--- src/mmbc_regs.svh ---
// timing and encoding constants for the minimum mode bus control block
`ifndef MMBC_REGS_SVH
`define MMBC_REGS_SVH
`define MMBC_PH_LO      1'h0
`define MMBC_PH_HI      1'h1
`define MMBC_SEL_MEM    1'h1
`define MMBC_SEL_IO     1'h0
`define MMBC_DIR_TX     1'h1
`define MMBC_DIR_RX     1'h0
`define MMBC_CMD_RD     2'h0
`define MMBC_CMD_WR     2'h1
`define MMBC_CMD_INT_ACK_STROBE_N   2'h2
`endif

--- src/mmbc_pkg.sv ---
// types shared by the minimum mode bus control block
`default_nettype none
package mmbc_pkg;
   typedef enum logic [2:0] {
      MMBC_IDLE = 3'h0,
      MMBC_T1   = 3'h1,
      MMBC_T2   = 3'h2,
      MMBC_T3   = 3'h3,
      MMBC_TW   = 3'h4,
      MMBC_T4   = 3'h5,
      MMBC_HOLD = 3'h6
   } mmbc_state_e;

   // one bus cycle request from the execution side
   typedef struct packed {
      logic       is_mem;
      logic [1:0] cmd;
   } mmbc_req_s;

   // floatable control pins, values only; the drive enable is ctl_oe_o
   typedef struct packed {
      logic mem_io_sel;
      logic xcvr_direction;
      logic xcvr_enable_n;
      logic wr_strobe_n;
   } mmbc_ctl_s;
endpackage
`default_nettype wire

--- src/mmbc_bus_ctrl.sv ---
// minimum mode bus control sequencer with hold handshake
// Overview of operation
// RULE1: memory/io select high for memory, low for io cycles
// RULE2: select valid from T4 before the cycle through the final T4
// RULE3: select, direction, enable and write float high during hold
// RULE4: write strobe low in T2, T3 and wait states of writes
// RULE5: interrupt acknowledge strobe low in T2, T3 and wait states
// RULE6: interrupt acknowledge strobe is always driven
// RULE7: address latch pulse high during clock low of T1
// RULE8: address latch pulse is always driven
// RULE9: direction high transmit, low receive, timed like the select
// RULE10: transceiver enable low in every memory, io and acknowledge cycle
// RULE11: reads and acknowledges enable from mid T2 to mid T4
// RULE12: writes enable from start of T2 to mid T4
// RULE13: other master holds request high until done
// RULE14: grant rises in the middle of T4 or idle state
// RULE15: bus and control lines float as grant rises
// RULE16: grant drops after request low; drive again on next cycle
// RULE17: other master presents request synchronous to the clock
// RULE18: addressed device drives ready low to stretch with waits
// RULE19: cycle runs T1, T2, T3, waits while ready low, then T4
`include "mmbc_regs.svh"
`default_nettype none
module mmbc_bus_ctrl
   import mmbc_pkg::*;
(
   input  wire logic      core_clk_i,
   input  wire logic      sys_rst_i,
   input  wire logic      req_valid_i,
   input  wire mmbc_req_s req_i,
   output logic           req_ready_o,
   input  wire logic      ready_i,
   input  wire logic      hold_req_i,
   output logic           bus_grant_out_o,
   output mmbc_ctl_s      ctl_o,
   output logic           ctl_oe_o,
   output logic           ad_oe_o,
   output logic           int_ack_strobe_n_o,
   output logic           addr_latch_o,
   output logic           clk_phase_o,
   output logic           cycle_state_o
);
   ////////////////////////////////////////////////////////////////////////
   // state: each T state spans two core clocks, phase low then high
   mmbc_state_e state_ff, nxt_state;
   logic        phase_ff, nxt_phase;
   mmbc_req_s   cur_ff, nxt_cur;
   logic        pend_ff, nxt_pend;
   mmbc_req_s   pnd_ff, nxt_pnd;
   logic        grant_ff, nxt_grant;
   logic        drive_ff, nxt_drive;
   mmbc_ctl_s   ctl_ff, nxt_ctl;
   logic        int_ack_strobe_n_n_ff, nxt_int_ack_strobe_n_n;
   logic        ale_ff, nxt_ale;

   // next state and next pin values
   always_comb begin
      nxt_state  = state_ff;
      nxt_phase  = ~phase_ff;
      nxt_cur    = cur_ff;
      nxt_pend   = pend_ff;
      nxt_pnd    = pnd_ff;
      nxt_grant  = grant_ff;
      nxt_drive  = drive_ff;
      nxt_ctl    = ctl_ff;
      nxt_int_ack_strobe_n_n = 1'h1;
      nxt_ale    = 1'h0;
      // slot only loads at the end of a high phase, so a request is always
      // seen for a full low phase before the sequencer can start it
      if (req_valid_i && !pend_ff && phase_ff == `MMBC_PH_HI) begin
         nxt_pend = 1'h1;
         nxt_pnd  = req_i;
      end
      if (phase_ff == `MMBC_PH_HI) begin
         unique case (state_ff)
            MMBC_IDLE, MMBC_T4: begin
               // hold decided in the low phase; grant already up here
               if (grant_ff) begin
                  nxt_state = MMBC_HOLD; // [RULE14]
               end else if (pend_ff) begin // [RULE19]
                  nxt_state = MMBC_T1;
                  nxt_cur   = pnd_ff;
                  nxt_pend  = 1'h0;
                  nxt_ale   = 1'h1; // [RULE7]
               end else begin
                  nxt_state = MMBC_IDLE;
               end
            end
            MMBC_T1: begin
               nxt_state = MMBC_T2;
               // writes open the transceiver right at the start of T2
               if (cur_ff.cmd == `MMBC_CMD_WR) begin
                  nxt_ctl.xcvr_enable_n = 1'h0; // [RULE12]
               end
            end
            MMBC_T2: nxt_state = MMBC_T3;
            MMBC_T3, MMBC_TW: begin
               nxt_state = ready_i ? MMBC_T4 : MMBC_TW; // [RULE19]
            end
            MMBC_HOLD: begin
               if (!grant_ff) begin
                  nxt_state = MMBC_IDLE; // [RULE16]
               end
            end
         endcase
      end else begin
         // mid-cycle pin updates in the low phase of a T state
         unique case (state_ff)
            MMBC_IDLE, MMBC_T4: begin
               nxt_ctl.xcvr_enable_n = 1'h1; // [RULE11] [RULE12]
               nxt_ctl.wr_strobe_n   = 1'h1;
               if (hold_req_i) begin
                  nxt_grant = 1'h1; // [RULE14]
                  nxt_drive = 1'h0; // [RULE15]
               end else if (pend_ff) begin
                  nxt_ctl.mem_io_sel = pnd_ff.is_mem ? `MMBC_SEL_MEM
                                                     : `MMBC_SEL_IO;
                  nxt_ctl.xcvr_direction = (pnd_ff.cmd == `MMBC_CMD_WR) ?
                     `MMBC_DIR_TX : `MMBC_DIR_RX; // [RULE2] [RULE9] [RULE1]
                  nxt_drive = 1'h1;
               end
            end
            MMBC_T2: begin
               nxt_ctl.xcvr_enable_n = 1'h0; // [RULE10] [RULE11]
            end
            MMBC_HOLD: begin
               // grant follows the request; low grant ends hold next phase
               nxt_grant = hold_req_i; // [RULE16]
            end
            default: ;
         endcase
      end
      if (state_ff == MMBC_T3 && phase_ff == `MMBC_PH_LO &&
          !ready_i) begin
         nxt_ctl.wr_strobe_n = 1'h0;
      end
      // strobes hold through T2, T3 and waits
      if ((state_ff == MMBC_T2 || state_ff == MMBC_T3 ||
           state_ff == MMBC_TW) && !(phase_ff == `MMBC_PH_HI &&
           state_ff != MMBC_T2 && ready_i)) begin
         nxt_int_ack_strobe_n_n = (cur_ff.cmd == `MMBC_CMD_INT_ACK_STROBE_N) ? 1'h0 : 1'h1; // [RULE5]
         nxt_ctl.wr_strobe_n = (cur_ff.cmd == `MMBC_CMD_WR) ? 1'h0
                                                            : 1'h1; // [RULE4]
      end else if (state_ff != MMBC_T1) begin
         nxt_ctl.wr_strobe_n = 1'h1;
      end
      // strobes fall at the T1 to T2 boundary, not inside T1
      if (state_ff == MMBC_T1 && phase_ff == `MMBC_PH_HI) begin
         nxt_ctl.wr_strobe_n = (cur_ff.cmd == `MMBC_CMD_WR) ? 1'h0 : 1'h1;
         nxt_int_ack_strobe_n_n = (cur_ff.cmd == `MMBC_CMD_INT_ACK_STROBE_N) ? 1'h0 : 1'h1; // [RULE5]
      end
   end

   // registers only
   always_ff @(posedge core_clk_i) begin
      if (sys_rst_i) begin
         state_ff  <= MMBC_IDLE;
         phase_ff  <= `MMBC_PH_LO;
         cur_ff    <= '0;
         pend_ff   <= 1'h0;
         pnd_ff    <= '0;
         grant_ff  <= 1'h0;
         drive_ff  <= 1'h0;
         ctl_ff    <= '1;
         int_ack_strobe_n_n_ff <= 1'h1;
         ale_ff    <= 1'h0;
      end else begin
         state_ff  <= nxt_state;
         phase_ff  <= nxt_phase;
         cur_ff    <= nxt_cur;
         pend_ff   <= nxt_pend;
         pnd_ff    <= nxt_pnd;
         grant_ff  <= nxt_grant;
         drive_ff  <= nxt_drive;
         ctl_ff    <= nxt_ctl;
         int_ack_strobe_n_n_ff <= nxt_int_ack_strobe_n_n;
         ale_ff    <= nxt_ale;
      end
   end

   ////////////////////////////////////////////////////////////////////////
   // outputs; floated lines show logic one when not driven
   assign req_ready_o        = ~pend_ff & phase_ff;
   assign bus_grant_out_o    = grant_ff; // [RULE14]
   assign ctl_oe_o           = drive_ff & ~grant_ff; // [RULE3] [RULE15]
   assign ad_oe_o            = drive_ff & ~grant_ff; // [RULE15]
   assign ctl_o              = ctl_oe_o ? ctl_ff : '1; // [RULE3]
   assign int_ack_strobe_n_o = int_ack_strobe_n_n_ff; // [RULE6]
   assign addr_latch_o       = ale_ff; // [RULE8]
   assign clk_phase_o        = phase_ff;
   assign cycle_state_o      = (state_ff != MMBC_IDLE) &&
                               (state_ff != MMBC_HOLD);

   ////////////////////////////////////////////////////////////////////////
   // checks
   property p_grant_floats;
      @(posedge core_clk_i) disable iff (sys_rst_i)
      bus_grant_out_o |-> !ctl_oe_o && ctl_o == '1;
   endproperty
   a_grant_floats: assert property (p_grant_floats) // [RULE3]
      else $error("control lines driven during grant");

   property p_ale_t1;
      @(posedge core_clk_i) disable iff (sys_rst_i)
      addr_latch_o |-> state_ff == MMBC_T1;
   endproperty
   a_ale_t1: assert property (p_ale_t1) // [RULE7]
      else $error("address latch pulse outside T1");

   property p_int_ack_strobe_n_only;
      @(posedge core_clk_i) disable iff (sys_rst_i)
      !int_ack_strobe_n_o |-> cur_ff.cmd == `MMBC_CMD_INT_ACK_STROBE_N &&
         state_ff inside {MMBC_T2, MMBC_T3, MMBC_TW, MMBC_T4};
   endproperty
   a_int_ack_strobe_n_only: assert property (p_int_ack_strobe_n_only) // [RULE5]
      else $error("acknowledge strobe in wrong state");

   property p_wr_only;
      @(posedge core_clk_i) disable iff (sys_rst_i)
      !ctl_o.wr_strobe_n |-> cur_ff.cmd == `MMBC_CMD_WR;
   endproperty
   a_wr_only: assert property (p_wr_only) // [RULE4]
      else $error("write strobe outside write cycle");

   property p_wait_ready;
      @(posedge core_clk_i) disable iff (sys_rst_i)
      state_ff == MMBC_T3 && phase_ff && !ready_i |=> state_ff == MMBC_TW;
   endproperty
   a_wait_ready: assert property (p_wait_ready) // [RULE19]
      else $error("no wait state on low ready");

   property p_grant_release;
      @(posedge core_clk_i) disable iff (sys_rst_i)
      state_ff == MMBC_HOLD && !hold_req_i && !phase_ff |=> !grant_ff;
   endproperty
   a_grant_release: assert property (p_grant_release) // [RULE16]
      else $error("grant kept after request low");

   property p_en_t3;
      @(posedge core_clk_i) disable iff (sys_rst_i)
      state_ff == MMBC_T3 && drive_ff |-> !ctl_o.xcvr_enable_n;
   endproperty
   a_en_t3: assert property (p_en_t3) // [RULE10]
      else $error("transceiver disabled in T3");

   property p_grant_mid;
      @(posedge core_clk_i) disable iff (sys_rst_i)
      $rose(grant_ff) |-> phase_ff && $past(state_ff) inside
         {MMBC_IDLE, MMBC_T4};
   endproperty
   a_grant_mid: assert property (p_grant_mid) // [RULE14]
      else $error("grant rose outside T4 or idle");

   property p_ale_low;
      @(posedge core_clk_i) disable iff (sys_rst_i)
      addr_latch_o |-> phase_ff == `MMBC_PH_LO;
   endproperty
   a_ale_low: assert property (p_ale_low) // [RULE7]
      else $error("address latch pulse outside clock low of T1");

   property p_sel_stable;
      @(posedge core_clk_i) disable iff (sys_rst_i)
      state_ff inside {MMBC_T1, MMBC_T2, MMBC_T3, MMBC_TW} |=>
         $stable(ctl_ff.mem_io_sel) && $stable(ctl_ff.xcvr_direction);
   endproperty
   a_sel_stable: assert property (p_sel_stable) // [RULE2] [RULE9]
      else $error("select or direction changed inside a cycle");

   property p_sel_kind;
      @(posedge core_clk_i) disable iff (sys_rst_i)
      state_ff == MMBC_T1 |-> ctl_o.mem_io_sel == cur_ff.is_mem;
   endproperty
   a_sel_kind: assert property (p_sel_kind) // [RULE1]
      else $error("select does not match access kind");

   property p_hold_strobes;
      @(posedge core_clk_i) disable iff (sys_rst_i)
      bus_grant_out_o |-> int_ack_strobe_n_o && !addr_latch_o;
   endproperty
   a_hold_strobes: assert property (p_hold_strobes) // [RULE6] [RULE8]
      else $error("strobe active during grant");

   property p_wr_t2;
      @(posedge core_clk_i) disable iff (sys_rst_i)
      state_ff == MMBC_T2 && cur_ff.cmd == `MMBC_CMD_WR |->
         !ctl_o.wr_strobe_n && !ctl_o.xcvr_enable_n;
   endproperty
   a_wr_t2: assert property (p_wr_t2) // [RULE4] [RULE12]
      else $error("write strobe or enable missing in T2");

   property p_rd_en_late;
      @(posedge core_clk_i) disable iff (sys_rst_i)
      state_ff == MMBC_T2 && !phase_ff && cur_ff.cmd != `MMBC_CMD_WR |->
         ctl_o.xcvr_enable_n;
   endproperty
   a_rd_en_late: assert property (p_rd_en_late) // [RULE11]
      else $error("read enable before middle of T2");

   property p_en_t4;
      @(posedge core_clk_i) disable iff (sys_rst_i)
      state_ff == MMBC_T4 && !bus_grant_out_o |->
         ctl_o.xcvr_enable_n == phase_ff;
   endproperty
   a_en_t4: assert property (p_en_t4) // [RULE11] [RULE12]
      else $error("enable not released in the middle of T4");

   property p_grant_states;
      @(posedge core_clk_i) disable iff (sys_rst_i)
      grant_ff |-> state_ff inside {MMBC_IDLE, MMBC_T4, MMBC_HOLD};
   endproperty
   a_grant_states: assert property (p_grant_states) // [RULE15]
      else $error("bus cycle running during grant");

   property p_release_float;
      @(posedge core_clk_i) disable iff (sys_rst_i)
      $fell(grant_ff) |-> !ctl_oe_o && !ad_oe_o;
   endproperty
   a_release_float: assert property (p_release_float) // [RULE16]
      else $error("bus driven right after grant release");
endmodule
`default_nettype wire

--- config.mk ---
export PLATFORM = sky130hd
export DESIGN_NAME = mmbc_bus_ctrl
export DESIGN_NICKNAME = d
export VERILOG_FILES = /design/src/mmbc_pkg.sv /design/src/mmbc_bus_ctrl.sv
export VERILOG_INCLUDE_DIRS = /design/src
export SDC_FILE = /design/constraint.sdc
export NUM_CORES = 1
export LEC_CHECK = 0
export ABC_AREA = 1
export ABC_CLOCK_PERIOD_IN_PS = 1350
export BUFFER_PORTS_ARGS = -buffer_cell sky130_fd_sc_hd__buf_4
export CORE_MARGIN = 5
export CORE_UTILIZATION = 52
export DETAILED_ROUTE_END_ITERATION = 7
export PLACE_DENSITY = 0.77
export SYNTH_ARGS = -nofsm -noshare
export SYNTH_HDL_FRONTEND = slang
export SYNTH_SLANG_ARGS = --single-unit
export TNS_END_PERCENT = 1
--- constraint.sdc ---
create_clock -name core_clk_i -period 1.35 [get_ports core_clk_i]
set_input_delay 0.135 -clock core_clk_i [delete_from_list [all_inputs] [get_ports core_clk_i]]
set_output_delay 0.135 -clock core_clk_i [all_outputs]
set_load 0.02 [all_outputs]
==> metrics.txt, run 1 <==
status finished clean; Slew @ Worst Pin 0.3038 ns; Fmax achieved 0.7896 GHz; Crit. End Element output port; cts hold-fix bufs 0; Root Buffer clkbuf_4; WS Path Type reg2out; first-pass GRT wire length 3.422 mm; Final Slew Violations 0; detailed-route DRC error count 0; largest net degree at the start of global routing 11; simple logic cell fraction of the synthesized area 0.4061; Seq/Total Area, Yosys 0.3810; CORE AREA 1727 um^2; WP buf/inv 2; post-synth cell types 22; CP delay by family, top flip-flops; PortBufs 19; CP max-delay cell dfxtp_4; number of synthesized register bits 18; Critical Path Fanout Max 5; crit path DAT 1.13 ns; commonest non-fill, non-tap cell in the layout nand2_1; clock skew 0.0008002 ns; via density per instance 5.022; Slowest Stage Delay on Critical Path 0.38 ns; Slew HR 0.7962; syn avg cell area 7.112 um^2; commonest cells after routing, fill and taps aside nand2_1 (32), buf_4 (21), dfxtp_1 (14), inv_1 (13), nand3_1 (13); RSZ-0062 raised after global routing no; die area 2772 um^2; Final Hold Fails 0; H-tree levels 1; Post-synth ARST share 0; 1st-pass router iterations 4; period utilization 0.9381; Post-synth EDFFs 0; post-synthesis compound-gate area fraction 0.1124; Mapped Cells 133; DR WL/cell 10.99 um; Worst VDD drop 0.5550 mV; Initial Util 0.5478; final setup TNS 0 ns; PwrDens 977.0 nW/um^2; clock sinks 18; GRT overflow 0; Leak 0.5507 nW; dpl hpwl 1.486 mm; row count 15; CP cell instances inv_2 -> nand2_2 -> nor2_4 -> a21oi_2 -> buf_4; First DRT Iteration DRCs 20; fill cell count 176; Placer Congestion 0.8307; antenna violations before repair 0; vias in the first global route 801; Final ANT Viol Nets 0; Total Routing Usage GR 0.1651; max-cap check violation count 0; clock buffer count from CTS 3; crit start category flip-flop; Worst-Skew Late Latency 0.29 ns; syn_nets 141; Post-Syn Area 945.9 um^2; CTS Buffer Depth 2; largest family of logic cells by synthesized area simple AND/OR/NAND/NOR gates; layout cell share with drive strength beyond 1 0.3636; xor/xnor cell area share of the yosys netlist 0; Power Total 1.129 mW; Ports 20; CTS clock-pin slew for the worst setup and hold paths 0.10 ns; Setup Viol. Count Final 0; Die Wd 52.65 um; HP Class in2reg; Area Overhead vs Synth 22.22%; Die Span Y 52.65 um; antenna diode count 0; dominant synthesized flop cell dfxtp_1; Net count, final 164; Ys Warns 0; post-layout minimum cycle time 1.266 ns; Critical Path RT 1.22 ns; adder-cell area share of the yosys netlist 0; CTS tree yes; post-synthesis mux area share 0; total number of vias 899; Post-Route WL 1.967 mm
==> state kept, by name (all words and copies together), names as in the netlist, 2 cells and up <==
| register | cells |
|---|---|
| state_ff | 3 |
| ctl_ff | 4 |
| cur_ff | 2 |
| pnd_ff | 3 |
==> synth_stat cells, types with 3 or more instances <==
library cell	instances	area share
nand2_2	3	0.020
a21oi_2	3	0.028
nand2_4	3	0.036
a21oi_1	9	0.048
nand3_1	13	0.069
inv_1	13	0.052
dfxtp_1	18	0.38
nor2_1	10	0.040
nand2_1	32	0.13
nor2_2	5	0.033
inv_2	6	0.024
==> worst register-to-register path, cell delays in order (launching register included) <==
cell and delay (ns):
dfxtp_4 0.38, nor2_2 0.17, nand2_1 0.08, nand2_2 0.11
nand2_1 0.07, nand3_1 0.10, nand2_1 0.07, nand2_1 0.06
nand2_1 0.05
==> logic make-up (layout without fill, tap and decap cells) <==
kind of cell    count (synthesis)  after routing
buf+inv                        23             44
simple gates                   74             74
compound gates                 18             18
flops                          18             18
==> path summary, 6_finish.rpt <==
| path | from | end | slack [ns] | cells after the start |
|---|---|---|---|---|
| setup reg to reg | state_ff[0]$_SDFFE_PP0P_ | ctl_ff[0]$_SDFFE_PP1P_ | 0.17 | 8 |
| hold / removal | sys_rst_i | drive_ff$_SDFFE_PP0P_ | 0.07 | 2 |
| setup / recovery | state_ff[0]$_SDFFE_PP0P_ | cycle_state_o | 0.08 | 5 |
| hold reg to reg | cur_ff[1]$_SDFFE_PP0P_ | int_ack_strobe_n_o$_SDFF_PP1_ | 0.44 | 1 |
==> report_power, final <==
part	switching [mW]	total, mW	leakage, nW	internal (mW)
clock network	0.162	0.266	0.0138	0.104
registers	0.0352	0.596	0.149	0.560
logic	0.168	0.268	0.388	0.100
==> layout make-up <==
class	instances	area (um^2)	share of cell area
well taps	25	31.28	0.02706
flip-flops and latches	18	367.9	0.3182
inverters	20	75.07	0.06493
multi-input cells	92	501.7	0.4340
clock buffers	3	22.52	0.01948
repair buffers	21	157.7	0.1364
==> per-layer routing <==
metal | vias to the layer above | GRT usage | wire length, um
met5 | - | 0 | 0
met4 | 0 | 0.06383 | 34
met3 | 5 | 0.03419 | 78
met2 | 24 | 0.2810 | 894
met1 | 403 | 0.2003 | 960
li1 | 467 | - | -
==> stage by stage <==
stage / cell area, um^2 / std cells / worst slack [ns] / util / hold WS, ns
3_5_place_dp: 1107 / 175 / 0.1459 / 0.6413 / 0.3854
2_1_floorplan: 945.9 / 133 / 0.02293 / - / 0.2815
3_3_place_gp: 1107 / 175 / 0.1626 / 0.6413 / 0.3872
5_1_grt: 1156 / 179 / 0.01544 / 0.6696 / 0.06225
4_1_cts: 1134 / 178 / 0.003736 / 0.6565 / 0.06982
6_report: 1156 / 179 / 0.08351 / 0.6696 / 0.07017
==> what timing repair did <==
action / 4_1_cts / 5_1_grt
endpoints found under the setup margin: 7 / 7
buffers inserted: 0 / 1
endpoints found under the hold margin: 0 / 0
gates cloned: 0 / 0
gates resized for setup: 2 / 6
pin swaps: 0 / 1
No activity file was read; power rests on OpenSTA's default activity.
==> inputs of run 2 (changes only) <==
--- a/config.mk
+++ b/config.mk
@@ -6,13 +6,13 @@
 export SDC_FILE = /design/constraint.sdc
 export NUM_CORES = 1
 export LEC_CHECK = 0
-export ABC_AREA = 1
+export ABC_AREA = 0
 export ABC_CLOCK_PERIOD_IN_PS = 1350
 export BUFFER_PORTS_ARGS = -buffer_cell sky130_fd_sc_hd__buf_4
 export CORE_MARGIN = 5
 export CORE_UTILIZATION = 52
 export DETAILED_ROUTE_END_ITERATION = 7
-export PLACE_DENSITY = 0.77
+export PLACE_DENSITY = 0.76
 export SYNTH_ARGS = -nofsm -noshare
 export SYNTH_HDL_FRONTEND = slang
 export SYNTH_SLANG_ARGS = --single-unit
==> metrics.txt, run 2 <==
syn avg cell area 8.896 um^2; most flop-heavy register ctl_ff; Worst VDD drop 0.7158 mV; Slew @ Worst Pin 0.2983 ns; Worst-Skew Late Latency 0.29 ns; antenna diode count 0; Post-synth ARST share 0; met3 Use GR 0.06197; Placer Congestion 0.8189; Initial Util 0.5556; max reg flops 4; Crit. End Element output port; Post-Route WL 2.120 mm; Critical path origin state_ff[2]$_SDFFE_PP0P_; CTS tree yes; dominant synthesized flop cell dfxtp_1; CTS Buffer Depth 2; final setup TNS 0 ns; DR WL/cell 13.77 um; layout cell share with drive strength beyond 1 0.3333; Total Routing Usage GR 0.1775; Worst R2R Setup Slack 0.10 ns; Ys Warns 0; Net count, final 139; Post-Syn Area 969.7 um^2; top-count cell post-synth dfxtp_1; synth cell count leaders dfxtp_1 (18), nand2b_1 (11), nor2_1 (11); clock buffer count from CTS 3; Setup Viol. Count Final 0; 1st-pass router iterations 4; antenna violations before repair 0; Ports 20; Placed Area 1135 um^2; PortBufs 19; WS Path Type reg2out; First DRT Iteration DRCs 25; Root Buffer clkbuf_4; vias in the first global route 825; worst-case reg-to-reg path depth 4; dpl hpwl 1.510 mm; CTS clock-pin slew for the worst setup and hold paths 0.10 ns; Setup crit end cycle_state_o; Synth area leaders dfxtp_1 (37%), mux2i_1 (7.2%), nand2b_1 (7.1%), a31oi_1 (4.5%), nor2_1 (4.3%); DP Cell Count 150; post-synth cell types 36; Power Total 1.141 mW; post-layout minimum cycle time 1.310 ns; die area 2828 um^2; max-cap check violation count 0; M1 GR Usage 0.2205; clock sinks 18; Final Slew Violations 0; CORE AREA 1745 um^2; Die Wd 53.18 um; Critical Path Fanout Max 9; Slew HR 0.8002; area fraction of the dominant cell type after synthesis 0.3716; Largest regs ctl_ff (4), pnd_ff (3), state_ff (3); biggest area consumer among synthesized cells dfxtp_1; Final ANT Viol Nets 0; clock skew 0.0009444 ns; Die Span Y 53.18 um; Most Crowded Layer GR met2; Seq/Total Area, Yosys 0.3716; first-pass GRT wire length 3.643 mm; grt met2 use 0.2872; HP Class in2reg; row count 15; cts hold-fix bufs 0; Critical Path RT 1.22 ns; commonest cells after routing, fill and taps aside buf_4 (24), dfxtp_1 (13), nand2b_1 (11), nor2_1 (11); post-route cell area 1199 um^2; syn_nets 117; PwrDens 952.3 nW/um^2; status finished clean; Leak 0.4716 nW; period utilization 0.9702; number of synthesized register bits 18; reg2reg end state_ff[0]$_SDFFE_PP0P_; reg2reg start state_ff[0]$_SDFFE_PP0P_; commonest non-fill, non-tap cell in the layout buf_4; crit start category flip-flop; via density per instance 5.675; RSZ-0062 raised after global routing yes; Fmax achieved 0.7635 GHz; Final Hold Fails 0; detailed-route DRC error count 0; GRT overflow 0; WHS 0.04613 ns; Mapped Cells 109; total number of vias 874; Post-synth EDFFs 0; Finished Layout Cells 154; H-tree levels 1; largest net degree at the start of global routing 26; Area Overhead vs Synth 23.61%; crit path DAT 1.17 ns
==> run 2: cell types whose count changed in the layout (fill, tap and decap cells not counted), sizes merged, moves of 7 or more <==
cell,previous run,this run
nand3,15,2
mux2i,0,7
nand2b,0,11
a31oi,0,7
inv,19,3
nand2,38,3
==> run 2: layer usage <==
| layer | part of all wire | vias to the layer above | wire, um |
|---|---|---|---|
| li1 | - | 434 | - |
| met5 | 0 | - | 0 |
| met1 | 0.46 | 409 | 976 |
| met2 | 0.45 | 29 | 964 |
| met4 | 0.0080 | 0 | 17 |
| met3 | 0.077 | 2 | 163 |
==> run 2: repair_timing <==
item                       CTS  global route
resized for setup            6             6
pin swaps                    0             0
setup buffers                1             0
setup endpoints to repair    8             7
==> run 2: worst min path at each step <==
stage	to	slack, ns	cells after the start	start
final	drive_ff$_SDFFE_PP0P_	0.05	2	hold_req_i
after global routing	drive_ff$_SDFFE_PP0P_	0.04	2	hold_req_i
after CTS	drive_ff$_SDFFE_PP0P_	0.04	2	hold_req_i
after global placement	drive_ff$_SDFFE_PP0P_	0.36	2	hold_req_i
after floorplan	drive_ff$_SDFFE_PP0P_	0.25	1	hold_req_i
after detailed placement	drive_ff$_SDFFE_PP0P_	0.36	2	hold_req_i
==> run 2: critical path: stages, from the launching register on <==
cell and delay [ns]:
dfxtp_4 0.39, buf_6 0.14, xnor2_2 0.14, nand2_1 0.08, buf_6 0.13
==> run 2: per-stage QoR <==
step / setup WS [ns] / utilization
2_1_floorplan: 0.02699 / -
3_3_place_gp: 0.1021 / 0.6502
3_5_place_dp: 0.07876 / 0.6502
4_1_cts: -0.002181 / 0.6789
5_1_grt: -0.007399 / 0.6867
6_report: 0.04019 / 0.6867
==> run 2: cells by family after synthesis <==
group	Yosys count	synth area share
AOI/OAI and AO/OA	25	0.1729
and+or+nand+nor	45	0.2903
muxes	7	0.07226
buffers and inverters	12	0.06709
DFF	18	0.3716
xor gates and xnor gates	2	0.02581
==> run 2: report_power, final <==
| part | switching, mW | internal (mW) | total (mW) |
|---|---|---|---|
| clock network | 0.164 | 0.104 | 0.268 |
| logic | 0.141 | 0.138 | 0.279 |
| registers | 0.0362 | 0.558 | 0.594 |
==> run 2: cell type report <==
type / count / area, um^2
Multi-Input combinational cell: 79 / 559.3
Fill cell: 146 / 546.8
Sequential cell: 18 / 371.6
Timing Repair Buffer: 26 / 202.7
Tap cell: 25 / 31.28
Clock buffer: 3 / 22.52
Inverter: 3 / 11.26
==> inputs of run 3 (changes only) <==
--- a/config.mk
+++ b/config.mk
@@ -13,6 +13,7 @@
 export CORE_UTILIZATION = 52
 export DETAILED_ROUTE_END_ITERATION = 7
 export PLACE_DENSITY = 0.76
+export REMOVE_ABC_BUFFERS = 1
 export SYNTH_ARGS = -nofsm -noshare
 export SYNTH_HDL_FRONTEND = slang
 export SYNTH_SLANG_ARGS = --single-unit
==> metrics.txt, run 3 (synthesized netlist as in run 2, its figures left out) <==
CTS Buffer Depth 2; worst-case reg-to-reg path depth 3; clock sinks 18; Worst VDD drop 0.6596 mV; Slew @ Worst Pin 0.3062 ns; M1 GR Usage 0.2298; commonest non-fill, non-tap cell in the layout buf_4; period utilization 0.9809; CTS clock-pin slew for the worst setup and hold paths 0.11 ns; largest net degree at the start of global routing 26; Power Total 1.203 mW; crit path DAT 1.19 ns; most used cell, CP buf_4; Total Routing Usage GR 0.1666; layout cell share with drive strength beyond 1 0.3385; total number of vias 844; row count 15; status finished clean; First DRT Iteration DRCs 21; Ports 20; Fmax achieved 0.7551 GHz; Critical Path Fanout Max 8; Min-Delay Path Depth 2; PortBufs 19; Placed Area 1142 um^2; clock buffer count from CTS 3; Final Slew Violations 0; Placer Congestion 0.7923; CP cell instances buf_4 -> xnor2_2 -> nand2_1 -> buf_4; PwrDens 1001 nW/um^2; CP max-delay cell dfxtp_2; 1st-pass router iterations 4; first-pass GRT wire length 3.415 mm; grt met2 use 0.2562; fill cell count 157; Die Span Y 53.18 um; most flop-heavy register ctl_ff; RSZ-0062 raised after global routing yes; Leak 0.4767 nW; via density per instance 5.445; crit start category flip-flop; post-layout minimum cycle time 1.324 ns; Slowest Stage Delay on Critical Path 0.39 ns; clock skew 0.004666 ns; CTS tree yes; CORE AREA 1745 um^2; Slew HR 0.7949; hold path start hold_req_i; HP Class in2reg; Final Hold Fails 0; Root Buffer clkbuf_4; post-route cell area 1202 um^2; FF/Latch Area 369.1 um^2; max reg flops 4; vias in the first global route 771; commonest cells after routing, fill and taps aside buf_4 (26), dfxtp_1 (13), nand2b_1 (11), nor2_1 (11); antenna diode count 0; Final ANT Viol Nets 0; cts hold-fix bufs 0; Initial Util 0.5556; Post-Route WL 2.101 mm; Crit. End Element output port; multi-input logic area 559.3 um^2; Worst Hold Path EP drive_ff$_SDFFE_PP0P_; CP delay by family, top flip-flops; die area 2828 um^2; Worst-Skew Late Latency 0.29 ns; Largest regs ctl_ff (4), pnd_ff (3), state_ff (3); Setup Buffers After CTS 0; Area Overhead vs Synth 24.00%; antenna violations before repair 0; Critical Path RT 1.22 ns; reg2reg end ctl_ff[0]$_SDFFE_PP1P_; met3 Use GR 0.03662; WP buf/inv 2; Net count, final 139; H-tree levels 1; max-cap check violation count 0; reg2reg start state_ff[2]$_SDFFE_PP0P_; DR WL/cell 13.55 um; Worst R2R Setup Slack 0.05 ns; Die Wd 53.18 um; dpl hpwl 1.489 mm; Setup Viol. Count Final 0; GRT overflow 0; detailed-route DRC error count 0; Most Crowded Layer GR met2; WS Path Type reg2out
[run 3: area by class of cell]
cell class	count	share of cell area
repair buffers	26	0.1623
flip-flops and latches	18	0.3070
multi-input cells	79	0.4651
well taps	25	0.02601
inverters	3	0.009365
clock buffers	4	0.03018
[run 3: stage by stage]
| step | TNS [ns] | hold WS, ns | std cells | setup WS (ns) | utilization |
|---|---|---|---|---|---|
| after global routing | -0.04821 | 0.02192 | 155 | -0.04821 | 0.6889 |
| final | 0 | 0.02893 | 155 | 0.02575 | 0.6889 |
| after floorplan | -1.018 | 0.2017 | 100 | -0.2354 | - |
| after detailed placement | 0 | 0.3470 | 151 | 0.05360 | 0.6545 |
| after CTS | 0 | 0.02413 | 155 | 0.01592 | 0.6875 |
| after global placement | 0 | 0.3458 | 151 | 0.1201 | 0.6545 |
[run 3: where the power goes]
group / internal, mW / switching [mW] / leakage (nW)
logic: 0.133 / 0.137 / 0.307
registers: 0.559 / 0.0380 / 0.149
clock network: 0.164 / 0.172 / 0.0210
total: 0.856 / 0.347 / 0.477
[run 3: worst max path at each step]
stage,startpoint,end,slack [ns],cells after the start
after global routing,state_ff[1]$_SDFFE_PP0P_,cycle_state_o,-0.05,4
after CTS,state_ff[2]$_SDFFE_PP0P_,cycle_state_o,0.02,4
after detailed placement,state_ff[0]$_SDFFE_PP0P_,state_ff[0]$_SDFFE_PP0P_,0.05,4
after global placement,clk_phase_o$_SDFF_PP0_,state_ff[2]$_SDFFE_PP0P_,0.12,4
after floorplan,bus_grant_out_o$_SDFFE_PP0P_,ctl_o[0],-0.24,2
final,state_ff[1]$_SDFFE_PP0P_,cycle_state_o,0.03,4
[run 3: repair_timing]
item	4_1_cts	5_1_grt
setup endpoints to repair	7	7
gates resized for setup	7	2
pin swaps	0	1
[run 3: layer usage]
| layer | up-vias | wire length (um) |
|---|---|---|
| li1 | 433 | - |
| met1 | 383 | 1016 |
| met2 | 26 | 979 |
| met3 | 2 | 92 |
| met4 | 0 | 12 |
| met5 | - | 0 |
